File: src/pkg/pgo_pkg.sv
package pgo_pkg;

	// ****************************************
	// register map, byte addresses
	// ****************************************
	localparam logic [7:0] OFS_CTRL  = 8'h00;
	localparam logic [7:0] OFS_DGAIN = 8'h04;
	localparam logic [7:0] OFS_AGAIN = 8'h08;
	localparam logic [7:0] OFS_BLK   = 8'h0C;
	localparam logic [7:0] OFS_AOFS  = 8'h10;
	localparam logic [7:0] OFS_DOFS  = 8'h20;
	localparam logic [7:0] OFS_EO    = 8'h30;
	localparam logic [7:0] OFS_TPGR  = 8'h40;
	localparam logic [7:0] OFS_TPBD  = 8'h44;
	localparam logic [7:0] OFS_BARW  = 8'h48;
	localparam logic [7:0] OFS_STAT  = 8'h4C;

	// ****************************************
	// control field positions
	// ****************************************
	localparam int CTRL_MANUAL = 0;
	localparam int CTRL_ROWCAL = 1;
	localparam int CTRL_LOCKG  = 2;
	localparam int CTRL_LOCKRB = 3;
	localparam int CTRL_TPEN   = 4;
	localparam int CTRL_TPMODE = 8;
	localparam int EO_OVR      = 12;

	// ****************************************
	// reset values and constants
	// ****************************************
	localparam logic [15:0] CTRL_RST   = 16'h0001;
	localparam logic [31:0] AGAIN_RST  = 32'h0808_0808;
	localparam logic [11:0] TARGET_RST = 12'h0A8;
	localparam logic [7:0]  WIN_RST    = 8'h04;
	localparam logic [11:0] BARW_RST   = 12'h010;
	localparam logic [7:0]  AOFS_RST   = 8'h00;
	localparam logic [7:0]  AOFS_MAX   = 8'hFF;
	localparam logic [11:0] WALK_SEED  = 12'h001;
	localparam logic [11:0] PIX_MAX    = 12'hFFF;
	localparam logic [7:0]  GAIN_ONE   = 8'h08;
	localparam int          GAIN_FRAC  = 3;
	localparam logic [1:0]  RESP_OKAY  = 2'h0;
	localparam logic [1:0]  RESP_SLVERR = 2'h2;

	// ****************************************
	// types
	// ****************************************
	typedef enum logic [1:0] {
		COL_G1 = 2'b00, COL_RED = 2'b01, COL_BLUE = 2'b10, COL_G2 = 2'b11
	} pgo_color_t;

	typedef enum logic [3:0] {
		TP_FIELD = 4'h0, TP_HGRAD = 4'h1, TP_VGRAD = 4'h2, TP_DGRAD = 4'h3, TP_CLASSIC = 4'h4,
		TP_WALK = 4'h5, TP_HBARS = 4'h6, TP_VBARS = 4'h7, TP_CBARS = 4'h8
	} pgo_tp_mode_t;

	typedef struct packed {
		logic        valid;
		logic        frame_start;
		logic        row_start;
		logic        dark_row;
		logic        dark_col;
		pgo_color_t  color;
		logic [11:0] data;
	} pgo_pix_in_t;

	typedef struct packed {
		logic        valid;
		logic        dark;
		pgo_color_t  color;
		logic [11:0] data;
	} pgo_pix_out_t;

endpackage

File: src/design/pgo_pixel_datapath.sv
`timescale 1ns/1ps
module pgo_pixel_datapath #(
	parameter int SMP_LOG2 = 4,
	parameter int DCL_LOG2 = 3
)(
	// clock and reset
	input  wire logic                   aclk,
	input  wire logic                   aresetn,
	// axi4-lite write
	input  wire logic [7:0]             awaddr,
	input  wire logic                   awvalid,
	output logic                        awready,
	input  wire logic [31:0]            wdata,
	input  wire logic [3:0]             wstrb,
	input  wire logic                   wvalid,
	output logic                        wready,
	output logic [1:0]                  bresp,
	output logic                        bvalid,
	input  wire logic                   bready,
	// axi4-lite read
	input  wire logic [7:0]             araddr,
	input  wire logic                   arvalid,
	output logic                        arready,
	output logic [31:0]                 rdata,
	output logic [1:0]                  rresp,
	output logic                        rvalid,
	input  wire logic                   rready,
	// pixel stream
	input  wire pgo_pkg::pgo_pix_in_t   pix_in,
	output pgo_pkg::pgo_pix_out_t       pix_out,
	// coarse offset to the converters
	output logic [3:0][7:0]             ana_offset
);
	localparam int AW = 12 + SMP_LOG2;
	localparam int RW = 12 + DCL_LOG2;

	typedef struct packed {
		logic        valid;
		logic        rs;
		logic        drow;
		logic        dcol;
		logic        odd;
		logic [1:0]  color;
		logic [11:0] data;
	} pgo_s1_t;

	typedef struct packed {
		logic awready, wready, bvalid, arready, rvalid, aw_have, w_have, mnl_d;
		logic [7:0]  awaddr;
		logic [31:0] wdata;
		logic [3:0]  wstrb;
		logic [1:0]  bresp, rresp;
		logic [31:0] rdata;
		logic [15:0] ctrl;
		logic [3:0][6:0]  dgain;
		logic [3:0][7:0]  again, ofs, pend, ana_o;
		logic [3:0]       pend_v;
		logic [11:0] target, tp_g, tp_r, tp_b, tp_data, bar_w;
		logic [7:0]  win;
		logic [3:0][1:0]  step;
		logic [3:0][11:0] dofs, eo_auto;
		logic [3:0][12:0] eo_man, rofs;
		logic [11:0] hcnt, vnext, vcur, walk, vbc, hbc;
		logic        col_odd, hbo;
		logic [2:0]  vbi;
		logic [3:0][AW-1:0] acc_e, acc_o;
		logic [3:0][SMP_LOG2-1:0] nsmp;
		logic [3:0][RW-1:0] rsum;
		logic [3:0][DCL_LOG2:0] rcnt;
		pgo_s1_t     s1;
		pgo_pkg::pgo_pix_out_t pout;
	} pgo_state_t;

	pgo_state_t     st_r;
	pgo_state_t     st_nxt;
	logic [3:0][7:0] eff;

	// ****************************************
	// offsets in use, with channel locks
	// ****************************************
	assign eff[0] = st_r.ofs[0];
	assign eff[1] = st_r.ofs[1];
	assign eff[2] = (st_r.ctrl[pgo_pkg::CTRL_LOCKRB] && st_r.again[1] == st_r.again[2]) ? st_r.ofs[1]
		: st_r.ofs[2];
	assign eff[3] = (st_r.ctrl[pgo_pkg::CTRL_LOCKG] && st_r.again[0] == st_r.again[3]) ? st_r.ofs[0]
		: st_r.ofs[3];

	function automatic logic hit(input logic [7:0] a);
		hit = (a[1:0] == 2'b00) && (a <= pgo_pkg::OFS_STAT);
	endfunction

	function automatic logic [31:0] reg_image(input logic [7:0] a);
		reg_image = 32'h0000_0000;
		case (a[7:4])
			pgo_pkg::OFS_AOFS[7:4]: reg_image = {24'h000000, eff[a[3:2]]};
			pgo_pkg::OFS_DOFS[7:4]: reg_image = {20'h00000, st_r.dofs[a[3:2]]};
			pgo_pkg::OFS_EO[7:4]:   reg_image = {19'h00000, st_r.eo_man[a[3:2]]};
			default: begin
				case (a)
					pgo_pkg::OFS_CTRL:  reg_image = {16'h0000, st_r.ctrl};
					pgo_pkg::OFS_DGAIN: reg_image = {1'b0, st_r.dgain[3], 1'b0, st_r.dgain[2],
						1'b0, st_r.dgain[1], 1'b0, st_r.dgain[0]};
					pgo_pkg::OFS_AGAIN: reg_image = st_r.again;
					pgo_pkg::OFS_BLK:   reg_image = {st_r.step, st_r.win, 4'h0, st_r.target};
					pgo_pkg::OFS_TPGR:  reg_image = {4'h0, st_r.tp_r, 4'h0, st_r.tp_g};
					pgo_pkg::OFS_TPBD:  reg_image = {4'h0, st_r.tp_data, 4'h0, st_r.tp_b};
					pgo_pkg::OFS_BARW:  reg_image = {20'h00000, st_r.bar_w};
					pgo_pkg::OFS_STAT:  reg_image = {12'h000, st_r.pend_v, 4'h0, st_r.vcur};
					default:            reg_image = 32'h0000_0000;
				endcase
			end
		endcase
	endfunction

	// ****************************************
	// next state
	// ****************************************
	always_comb begin
		logic                  mnl, act, arow, odd;
		logic [31:0]           msk, wd;
		logic [11:0]           hc, vn, vc, wk, cv, tpv, hbc, vbc;
		logic                  hbo;
		logic [2:0]            vbi;
		pgo_pkg::pgo_tp_mode_t tpm;
		logic [1:0]            c;
		logic [AW:0]           se, so;
		logic [11:0]           avg;
		logic [8:0]            up, dn;
		logic signed [13:0]    diff;
		logic signed [22:0]    prod;
		logic signed [23:0]    sum;
		logic signed [12:0]    dsel;
		logic signed [11:0]    eo;
		mnl = st_r.ctrl[pgo_pkg::CTRL_MANUAL];
		act = pix_in.valid && !pix_in.dark_row && !pix_in.dark_col;
		arow = pix_in.valid && pix_in.row_start && !pix_in.dark_row;
		msk = {{8{st_r.wstrb[3]}}, {8{st_r.wstrb[2]}}, {8{st_r.wstrb[1]}}, {8{st_r.wstrb[0]}}};
		wd = (reg_image(st_r.awaddr) & ~msk) | (st_r.wdata & msk);
		tpm = pgo_pkg::pgo_tp_mode_t'(st_r.ctrl[pgo_pkg::CTRL_TPMODE +: 4]);
		c = st_r.s1.color;
		se = '0;
		so = '0;
		avg = 12'h000;
		up = 9'h000;
		dn = 9'h000;
		st_nxt = st_r;
		st_nxt.mnl_d = mnl;
		st_nxt.ana_o = eff;

		// axi4-lite slave, address and data in either order
		if (awvalid && st_r.awready) begin
			st_nxt.aw_have = 1'b1;
			st_nxt.awready = 1'b0;
			st_nxt.awaddr = awaddr;
		end
		if (wvalid && st_r.wready) begin
			st_nxt.w_have = 1'b1;
			st_nxt.wready = 1'b0;
			st_nxt.wdata = wdata;
			st_nxt.wstrb = wstrb;
		end
		if (st_r.bvalid && bready) begin
			st_nxt.bvalid = 1'b0;
			st_nxt.aw_have = 1'b0;
			st_nxt.w_have = 1'b0;
			st_nxt.awready = 1'b1;
			st_nxt.wready = 1'b1;
		end
		if (arvalid && st_r.arready) begin
			st_nxt.arready = 1'b0;
			st_nxt.rvalid = 1'b1;
			st_nxt.rdata = hit(araddr) ? reg_image(araddr) : 32'h0000_0000;
			st_nxt.rresp = hit(araddr) ? pgo_pkg::RESP_OKAY : pgo_pkg::RESP_SLVERR;
		end
		if (st_r.rvalid && rready) begin
			st_nxt.rvalid = 1'b0;
			st_nxt.arready = 1'b1;
		end

		// test pattern counters, values for the current pixel
		odd = pix_in.row_start ? 1'b0 : st_r.col_odd;
		hc = pix_in.row_start ? 12'h000 : st_r.hcnt;
		wk = pix_in.row_start ? pgo_pkg::WALK_SEED : st_r.walk;
		vn = pix_in.frame_start ? 12'h000 : st_r.vnext;
		vc = arow ? vn : st_r.vcur;
		hbc = st_r.hbc;
		hbo = st_r.hbo;
		if (arow) begin
			if (vn == 12'h000 || st_r.hbc + 12'h001 >= st_r.bar_w) begin
				hbc = 12'h000;
				hbo = (vn == 12'h000) ? 1'b0 : ~st_r.hbo;
			end else
				hbc = st_r.hbc + 12'h001;
		end
		vbc = st_r.vbc + 12'h001;
		vbi = st_r.vbi;
		if (hc == 12'h000) begin
			vbc = 12'h000;
			vbi = 3'h0;
		end else if (vbc >= st_r.bar_w) begin
			vbc = 12'h000;
			vbi = st_r.vbi + 3'h1;
		end
		case (pix_in.color)
			pgo_pkg::COL_RED:  cv = st_r.tp_r;
			pgo_pkg::COL_BLUE: cv = st_r.tp_b;
			default:           cv = st_r.tp_g;
		endcase
		case (tpm)
			pgo_pkg::TP_HGRAD:   tpv = hc;
			pgo_pkg::TP_VGRAD:   tpv = vc;
			pgo_pkg::TP_DGRAD:   tpv = hc + vc;
			pgo_pkg::TP_CLASSIC: tpv = odd ? ~st_r.tp_data : st_r.tp_data;
			pgo_pkg::TP_WALK:    tpv = wk;
			pgo_pkg::TP_HBARS:   tpv = hbo ? st_r.tp_b : st_r.tp_g;
			pgo_pkg::TP_VBARS:   tpv = vbi[0] ? st_r.tp_b : st_r.tp_g;
			pgo_pkg::TP_CBARS: begin
				case (pix_in.color)
					pgo_pkg::COL_RED:  tpv = vbi[1] ? 12'h000 : pgo_pkg::PIX_MAX;
					pgo_pkg::COL_BLUE: tpv = vbi[0] ? 12'h000 : pgo_pkg::PIX_MAX;
					default:           tpv = vbi[2] ? 12'h000 : pgo_pkg::PIX_MAX;
				endcase
			end
			default:             tpv = cv;
		endcase
		if (pix_in.valid) begin
			st_nxt.col_odd = ~odd;
			st_nxt.hcnt = act ? hc + 12'h001 : hc;
			st_nxt.walk = act ? {wk[10:0], wk[11]} : wk;
			st_nxt.vnext = arow ? vn + 12'h001 : vn;
			st_nxt.vcur = vc;
			st_nxt.hbc = hbc;
			st_nxt.hbo = hbo;
			if (act) begin
				st_nxt.vbc = vbc;
				st_nxt.vbi = vbi;
			end
		end

		// stage 1: pattern substitution at the head
		st_nxt.s1.valid = pix_in.valid;
		st_nxt.s1.rs = pix_in.row_start;
		st_nxt.s1.drow = pix_in.dark_row;
		st_nxt.s1.dcol = pix_in.dark_col;
		st_nxt.s1.odd = odd;
		st_nxt.s1.color = pix_in.color;
		st_nxt.s1.data = pix_in.data;
		if (st_r.ctrl[pgo_pkg::CTRL_TPEN])
			st_nxt.s1.data = (pix_in.dark_row || pix_in.dark_col) ? cv : tpv;

		// row offset from the previous row's dark columns
		if (st_r.s1.valid && st_r.s1.rs) begin
			for (int i = 0; i < 4; i++) begin
				if (st_r.rcnt[i][DCL_LOG2])
					st_nxt.rofs[i] = 13'($signed({1'b0, st_r.target})
						- $signed({1'b0, 12'(st_r.rsum[i] >> DCL_LOG2)}));
				st_nxt.rsum[i] = '0;
				st_nxt.rcnt[i] = '0;
			end
		end
		if (st_r.s1.valid && st_r.s1.dcol && !st_nxt.rcnt[c][DCL_LOG2]) begin
			st_nxt.rsum[c] = st_nxt.rsum[c] + RW'(st_r.s1.data);
			st_nxt.rcnt[c] = st_nxt.rcnt[c] + 1'b1;
		end

		// analog calibration: sample dark rows, then adjust; idle in manual mode
		if (!mnl && st_r.s1.valid && st_r.s1.drow && !st_r.s1.dcol) begin
			se = {1'b0, st_r.acc_e[c]} + (st_r.s1.odd ? '0 : (AW+1)'(st_r.s1.data));
			so = {1'b0, st_r.acc_o[c]} + (st_r.s1.odd ? (AW+1)'(st_r.s1.data) : '0);
			st_nxt.acc_e[c] = AW'(se);
			st_nxt.acc_o[c] = AW'(so);
			st_nxt.nsmp[c] = st_r.nsmp[c] + 1'b1;
			if (&st_r.nsmp[c]) begin
				avg = 12'((se + so) >> SMP_LOG2);
				up = {1'b0, st_r.ofs[c]} + {1'b0, 8'h01 << st_r.step[c]};
				dn = {1'b0, st_r.ofs[c]} - {1'b0, 8'h01 << st_r.step[c]};
				if ({1'b0, avg} > {1'b0, st_r.target} + {5'h00, st_r.win})
					st_nxt.ofs[c] = up[8] ? pgo_pkg::AOFS_MAX : up[7:0];
				else if ({1'b0, avg} + {5'h00, st_r.win} < {1'b0, st_r.target})
					st_nxt.ofs[c] = dn[8] ? pgo_pkg::AOFS_RST : dn[7:0];
				st_nxt.eo_auto[c] = 12'(($signed({1'b0, se}) - $signed({1'b0, so})) >>> (SMP_LOG2 - 1));
				st_nxt.acc_e[c] = '0;
				st_nxt.acc_o[c] = '0;
			end
		end

		// entering manual mode releases held offset writes
		if (mnl && !st_r.mnl_d) begin
			for (int i = 0; i < 4; i++) begin
				if (st_r.pend_v[i]) begin
					st_nxt.ofs[i] = st_r.pend[i];
					st_nxt.pend_v[i] = 1'b0;
				end
			end
		end

		// register write, once address and data are both held
		if (st_r.aw_have && st_r.w_have && !st_r.bvalid) begin
			st_nxt.bvalid = 1'b1;
			st_nxt.bresp = hit(st_r.awaddr) ? pgo_pkg::RESP_OKAY : pgo_pkg::RESP_SLVERR;
			if (hit(st_r.awaddr)) begin
				case (st_r.awaddr[7:4])
					pgo_pkg::OFS_AOFS[7:4]: begin
						if (mnl) begin
							st_nxt.ofs[st_r.awaddr[3:2]] = wd[7:0];
							st_nxt.pend_v[st_r.awaddr[3:2]] = 1'b0;
						end else begin
							st_nxt.pend[st_r.awaddr[3:2]] = wd[7:0];
							st_nxt.pend_v[st_r.awaddr[3:2]] = 1'b1;
						end
					end
					pgo_pkg::OFS_DOFS[7:4]: st_nxt.dofs[st_r.awaddr[3:2]] = wd[11:0];
					pgo_pkg::OFS_EO[7:4]:   st_nxt.eo_man[st_r.awaddr[3:2]] = wd[12:0];
					default: begin
						case (st_r.awaddr)
							pgo_pkg::OFS_CTRL:  st_nxt.ctrl = wd[15:0];
							pgo_pkg::OFS_DGAIN: begin
								for (int i = 0; i < 4; i++)
									st_nxt.dgain[i] = wd[8*i +: 7];
							end
							pgo_pkg::OFS_AGAIN: st_nxt.again = wd;
							pgo_pkg::OFS_BLK: begin
								st_nxt.target = wd[11:0];
								st_nxt.win = wd[23:16];
								st_nxt.step = wd[31:24];
							end
							pgo_pkg::OFS_TPGR: begin
								st_nxt.tp_g = wd[11:0];
								st_nxt.tp_r = wd[27:16];
							end
							pgo_pkg::OFS_TPBD: begin
								st_nxt.tp_b = wd[11:0];
								st_nxt.tp_data = wd[27:16];
							end
							pgo_pkg::OFS_BARW:  st_nxt.bar_w = wd[11:0];
							default:            st_nxt.bar_w = st_r.bar_w;
						endcase
					end
				endcase
			end
		end

		// stage 2: gain about black, then offsets, last before output
		diff = $signed({2'b00, st_r.s1.data}) - $signed({2'b00, st_r.target});
		prod = diff * $signed({1'b0, pgo_pkg::GAIN_ONE + {1'b0, st_r.dgain[c]}});
		// next-state row offset, so the first pixel of a row already gets its own row's value
		dsel = st_r.ctrl[pgo_pkg::CTRL_ROWCAL] ? $signed(st_nxt.rofs[c]) : 13'($signed(st_r.dofs[c]));
		eo = st_r.eo_man[c][pgo_pkg::EO_OVR] ? $signed(st_r.eo_man[c][11:0]) : $signed(st_r.eo_auto[c]);
		sum = 24'(prod >>> pgo_pkg::GAIN_FRAC) + $signed({12'h000, st_r.target}) + 24'(dsel)
			+ (st_r.s1.odd ? 24'(eo) : 24'sh000000);
		st_nxt.pout.valid = st_r.s1.valid;
		st_nxt.pout.dark = st_r.s1.drow || st_r.s1.dcol;
		st_nxt.pout.color = pgo_pkg::pgo_color_t'(c);
		if (st_r.s1.dcol)
			st_nxt.pout.data = st_r.s1.data;
		else if (sum < 0)
			st_nxt.pout.data = 12'h000;
		else if (sum > $signed({12'h000, pgo_pkg::PIX_MAX}))
			st_nxt.pout.data = pgo_pkg::PIX_MAX;
		else
			st_nxt.pout.data = sum[11:0];
	end

	always_ff @(posedge aclk) begin
		if (!aresetn) begin
			st_r <= '0;
			st_r.awready <= 1'b1;
			st_r.wready <= 1'b1;
			st_r.arready <= 1'b1;
			st_r.ctrl <= pgo_pkg::CTRL_RST;
			st_r.again <= pgo_pkg::AGAIN_RST;
			st_r.target <= pgo_pkg::TARGET_RST;
			st_r.win <= pgo_pkg::WIN_RST;
			st_r.bar_w <= pgo_pkg::BARW_RST;
			st_r.walk <= pgo_pkg::WALK_SEED;
			st_r.mnl_d <= pgo_pkg::CTRL_RST[pgo_pkg::CTRL_MANUAL];
		end else
			st_r <= st_nxt;
	end

	assign awready = st_r.awready;
	assign wready = st_r.wready;
	assign bvalid = st_r.bvalid;
	assign bresp = st_r.bresp;
	assign arready = st_r.arready;
	assign rvalid = st_r.rvalid;
	assign rdata = st_r.rdata;
	assign rresp = st_r.rresp;
	assign pix_out = st_r.pout;
	assign ana_offset = st_r.ana_o;
endmodule // pgo_pixel_datapath

File: config.mk
export PLATFORM = sky130hd
export DESIGN_NAME = pgo_pixel_datapath
export DESIGN_NICKNAME = d
export VERILOG_FILES = /design/src/pkg/pgo_pkg.sv /design/src/design/pgo_pixel_datapath.sv
export SDC_FILE = /design/constraint.sdc
export NUM_CORES = 2
export LEC_CHECK = 0
export BUFFER_PORTS_ARGS = -buffer_cell sky130_fd_sc_hd__buf_2
export CAP_MARGIN = 20
export CORE_UTILIZATION = 35
export CTS_CLUSTER_DIAMETER = 60
export DETAILED_ROUTE_END_ITERATION = 8
export HOLD_SLACK_MARGIN = 0.08
export PLACE_DENSITY = 0.48
export SLEW_MARGIN = 15
export SYNTH_ARGS = -nofsm -noshare
export SYNTH_HDL_FRONTEND = slang
export SYNTH_SLANG_ARGS = --single-unit
File: constraint.sdc
create_clock -name aclk -period 12.35 [get_ports aclk]
set_clock_uncertainty 0.05 [all_clocks]
set_input_delay 1.235 -clock aclk [delete_from_list [all_inputs] [get_ports aclk]]
set_output_delay 1.235 -clock aclk [all_outputs]
set_load 0.01 [all_outputs]
==> impl_metrics.toml <==
[synthesis]
ys_seq_area_share_pct = 30.8
syn-cell-area_sq_um = 57300
ys_async_sr_fraction_pct = 0
synth_area_leaders = "dfxtp_1 31%, mux4_2 7.5%, nand2_1 6.3%"
synth_warnings = 0
yosys.area.top_type_share_pct = 30.8
ys_seq_elements = 882
synth_top_area_cell = "dfxtp_1"
ys.flop_type = "dfxtp_1"
avgSynthCellArea_sq_um = 8.39
synth.distinct_cells = 94
post-synth-top-count-cell = "nand2_1"
synth.top_cells.by_count = "963 x nand2_1, 882 x dfxtp_1, 705 x nor2_1"
syn_inst = 6833
synth-edff-count = 0

[worst_setup_path]
required_ps = 12850
crit_type = "flip-flop to flip-flop"
cp_max_fo = 12
r2r-end = "pix_out[7]$_SDFF_PN0_"
worst-path-buf-inv = 5
worstReg2RegStart = "st_r[611]$_SDFFE_PN1P_"
slowest_delay_ps = 820
path_delay_family = "compound AO/OA/AOI/OAI gates"
ff2ff_path_depth = 35
startpoint_type = "flip-flop"
regToRegSetupSlack_ps = 980
crit_arrival_ps = 11870
cp-end-kind = "flip-flop"
cpMaxStageDelayCell = "o41ai_2"

[power]
clkPwrFrac_pct = 50.1
switchingPower_mw = 1.95
power_frac_seq_pct = 40.5
cellPowerDensity_nw_per_um2 = 112
comb_power_share_pct = 9.4
p_leak_nw = 24.2
internal-power_mw = 5.21
switching_share_pct = 27.2
peakVddDrop_mv = 0.120

[job]
drv_cap = 0

[grt]
grt.total_usage_pct = 26.5
grt_max_degree = 117
grt.overflow.total = 0
first_global_vias = 47900
grt_pass1_wl_um = 327000
antenna_found_initial = 8

[clock_network]
htreeDepth = 3
clock_sinks = 882
cts_tree = "yes"
clk_path_buf_depth = 3
post_cts_buffers = 0
cts-buffers-inserted = 114
post_cts_resized = 0
clk_pin_slew_ps = 60
clockRootBuffer = "clkbuf_16"
hold_buffers = 0
clkLatencyLatePin_ps = 760

[sta]
setup_ws_ps = 978
slew_viol_final = 0
setup-violations-final = 0
rsz0062_at_grt = "no"
timing.setup.tns_ps = 0
relSlewSlack_pct = 21.1
min_period_ps = 11370
worstMarginPinSlew_ps = 1180
fmax_ghz = 0.0879
final.period_utilization_pct = 92.1
finalHoldViolCount = 0

[detailed_routing]
dr.pass1.iters = 6
routedWlPerCell_um = 24.9
vias = 51300
remaining_drc_errors = 0
ant_nets = 0
wl_um = 224000
drt-vias-per-instance = 5.68
dr.first_iter.drc_count = 5098

[placement]
portBuffers = 164
pre_cts_slack_ps = 1150
routabilityCongestion = 0.919
dpl.hpwl_um = 162000

[min_path]
min_to = "st_r[140]$_SDFFE_PN0P_"
min_path_cells = 2
hp-class = "flip-flop to flip-flop"
holdCritStartpoint = "st_r[140]$_SDFFE_PN0P_"

[final_layout]
layout-drive-gt1-share_pct = 12.5
finalNetCount = 7248
syn_to_final_growth_pct = 11.5

[status]
outcome = "completed"

[floorplan]
core_sq_um = 163000
pin_count = 167
start_util_pct = 35.2
die-area_sq_um = 165000
num_rows = 148
die_w_um = 407
die_h_um = 407
[routing by layer]
layer | part of all wire (%) | global-route usage, % | vias to the layer above | wire (um)
met1 | 44 | 36.9 | 25100 | 99800
met3 | 7.9 | 5.13 | 383 | 17700
met2 | 44 | 40.4 | 1983 | 98000
met5 | 0.031 | 0 | - | 69
li1 | - | - | 23900 | -
met4 | 4.0 | 9.79 | 10 | 8890
[cell usage in the layout, fill, tap and decap left out, drive strengths merged, types with 48 or more instances in the layout]
cell type  synthesis  final
nand2            963    963
clkbuf           351    146
mux4             195    195
ha               288    288
nor2b             91     91
nor2             706    706
a21oi            631    631
dfxtp            882    882
mux2              94     94
a211oi           119    119
inv              362    373
xnor2            149    149
o211ai            66     66
a31oi             78     78
o21ai            228    228
xor2              65     65
and2             126    126
fa               128    128
a22oi            110    110
nand3            161    161
buf              158    312
nor3              88     88
a21o              48     48
mux2i            163    163
[per-stage QoR]
| step | hold slack, ps | std cells | util (%) | instance area [sq um] | total power [mW] |
|---|---|---|---|---|---|
| floorplan | 382 | 6834 | - | 57300 | 3.38 |
| global placement | 390 | 8809 | 36.8 | 59800 | 3.63 |
| finish | 403 | 9032 | 39.3 | 63900 | 7.16 |
| global route | 421 | 9022 | 39.3 | 63800 | 7.39 |
| detailed placement | 391 | 8811 | 36.8 | 59800 | 3.63 |
| CTS | 404 | 9020 | 39.3 | 63800 | 7.21 |
[tightest hold or removal path, cell delays in order (launching register included)]
cell     delay [ps]
dfxtp_1         310
nand2_1          50
a21oi_1          50
[power by group through the flow]
| stage | registers (mW) | clock network (mW) | logic [mW] |
|---|---|---|---|
| global placement | 2.96 | 0 | 0.664 |
| floorplan | 2.94 | 0 | 0.440 |
| global route | 2.90 | 3.76 | 0.725 |
| detailed placement | 2.96 | 0 | 0.666 |
| finish | 2.90 | 3.58 | 0.674 |
| CTS | 2.90 | 3.64 | 0.668 |
[logic make-up (layout without fill, tap and decap cells)]
logic type      count (synthesis)  count (layout)  share of synthesized area [%]
simple gates                 2352            2352                           18.1
compound gates               1642            1642                           18.3
flops                         882             882                           30.8
buf+inv                       873             886                           6.37
mux                           452             452                           12.4
fa+ha+maj                     416             416                           10.8
xor+xnor                      215             215                           3.32
other cells                     1              12                        0.00654
[sequential cells by signal (all words and copies together), names as in the netlist, named ones only]
name / cells
bresp: 1
bvalid: 1
rdata: 32
arready: 1
ana_offset: 32
rresp: 1
st_nxt: 4
eff: 16
awready: 1
st_r: 715
rvalid: 1
pix_out: 16
wready: 1
[worst max-delay path by stage]
stage	from	cells after the start	endpoint
floorplan	st_r[609]$_SDFFE_PN0P_	40	pix_out[10]$_SDFF_PN0_
global placement	st_r[609]$_SDFFE_PN0P_	37	pix_out[11]$_SDFF_PN0_
detailed placement	st_r[611]$_SDFFE_PN1P_	35	pix_out[6]$_SDFF_PN0_
CTS	st_r[611]$_SDFFE_PN1P_	35	pix_out[7]$_SDFF_PN0_
global route	st_r[611]$_SDFFE_PN1P_	35	pix_out[6]$_SDFF_PN0_
finish	st_r[611]$_SDFFE_PN1P_	35	pix_out[7]$_SDFF_PN0_
[final cells by class]
class | count | area, sq um
clock buffers | 145 | 3170
multi-input cells | 5079 | 36100
inverters | 364 | 1370
well taps | 2175 | 2720
clock inverters | 64 | 846
flip-flops and latches | 882 | 17700
fillers | 16700 | 98700
repair buffers | 313 | 1970
diodes | 10 | 25.0
Note: power is estimated with default switching activity, not from simulation.
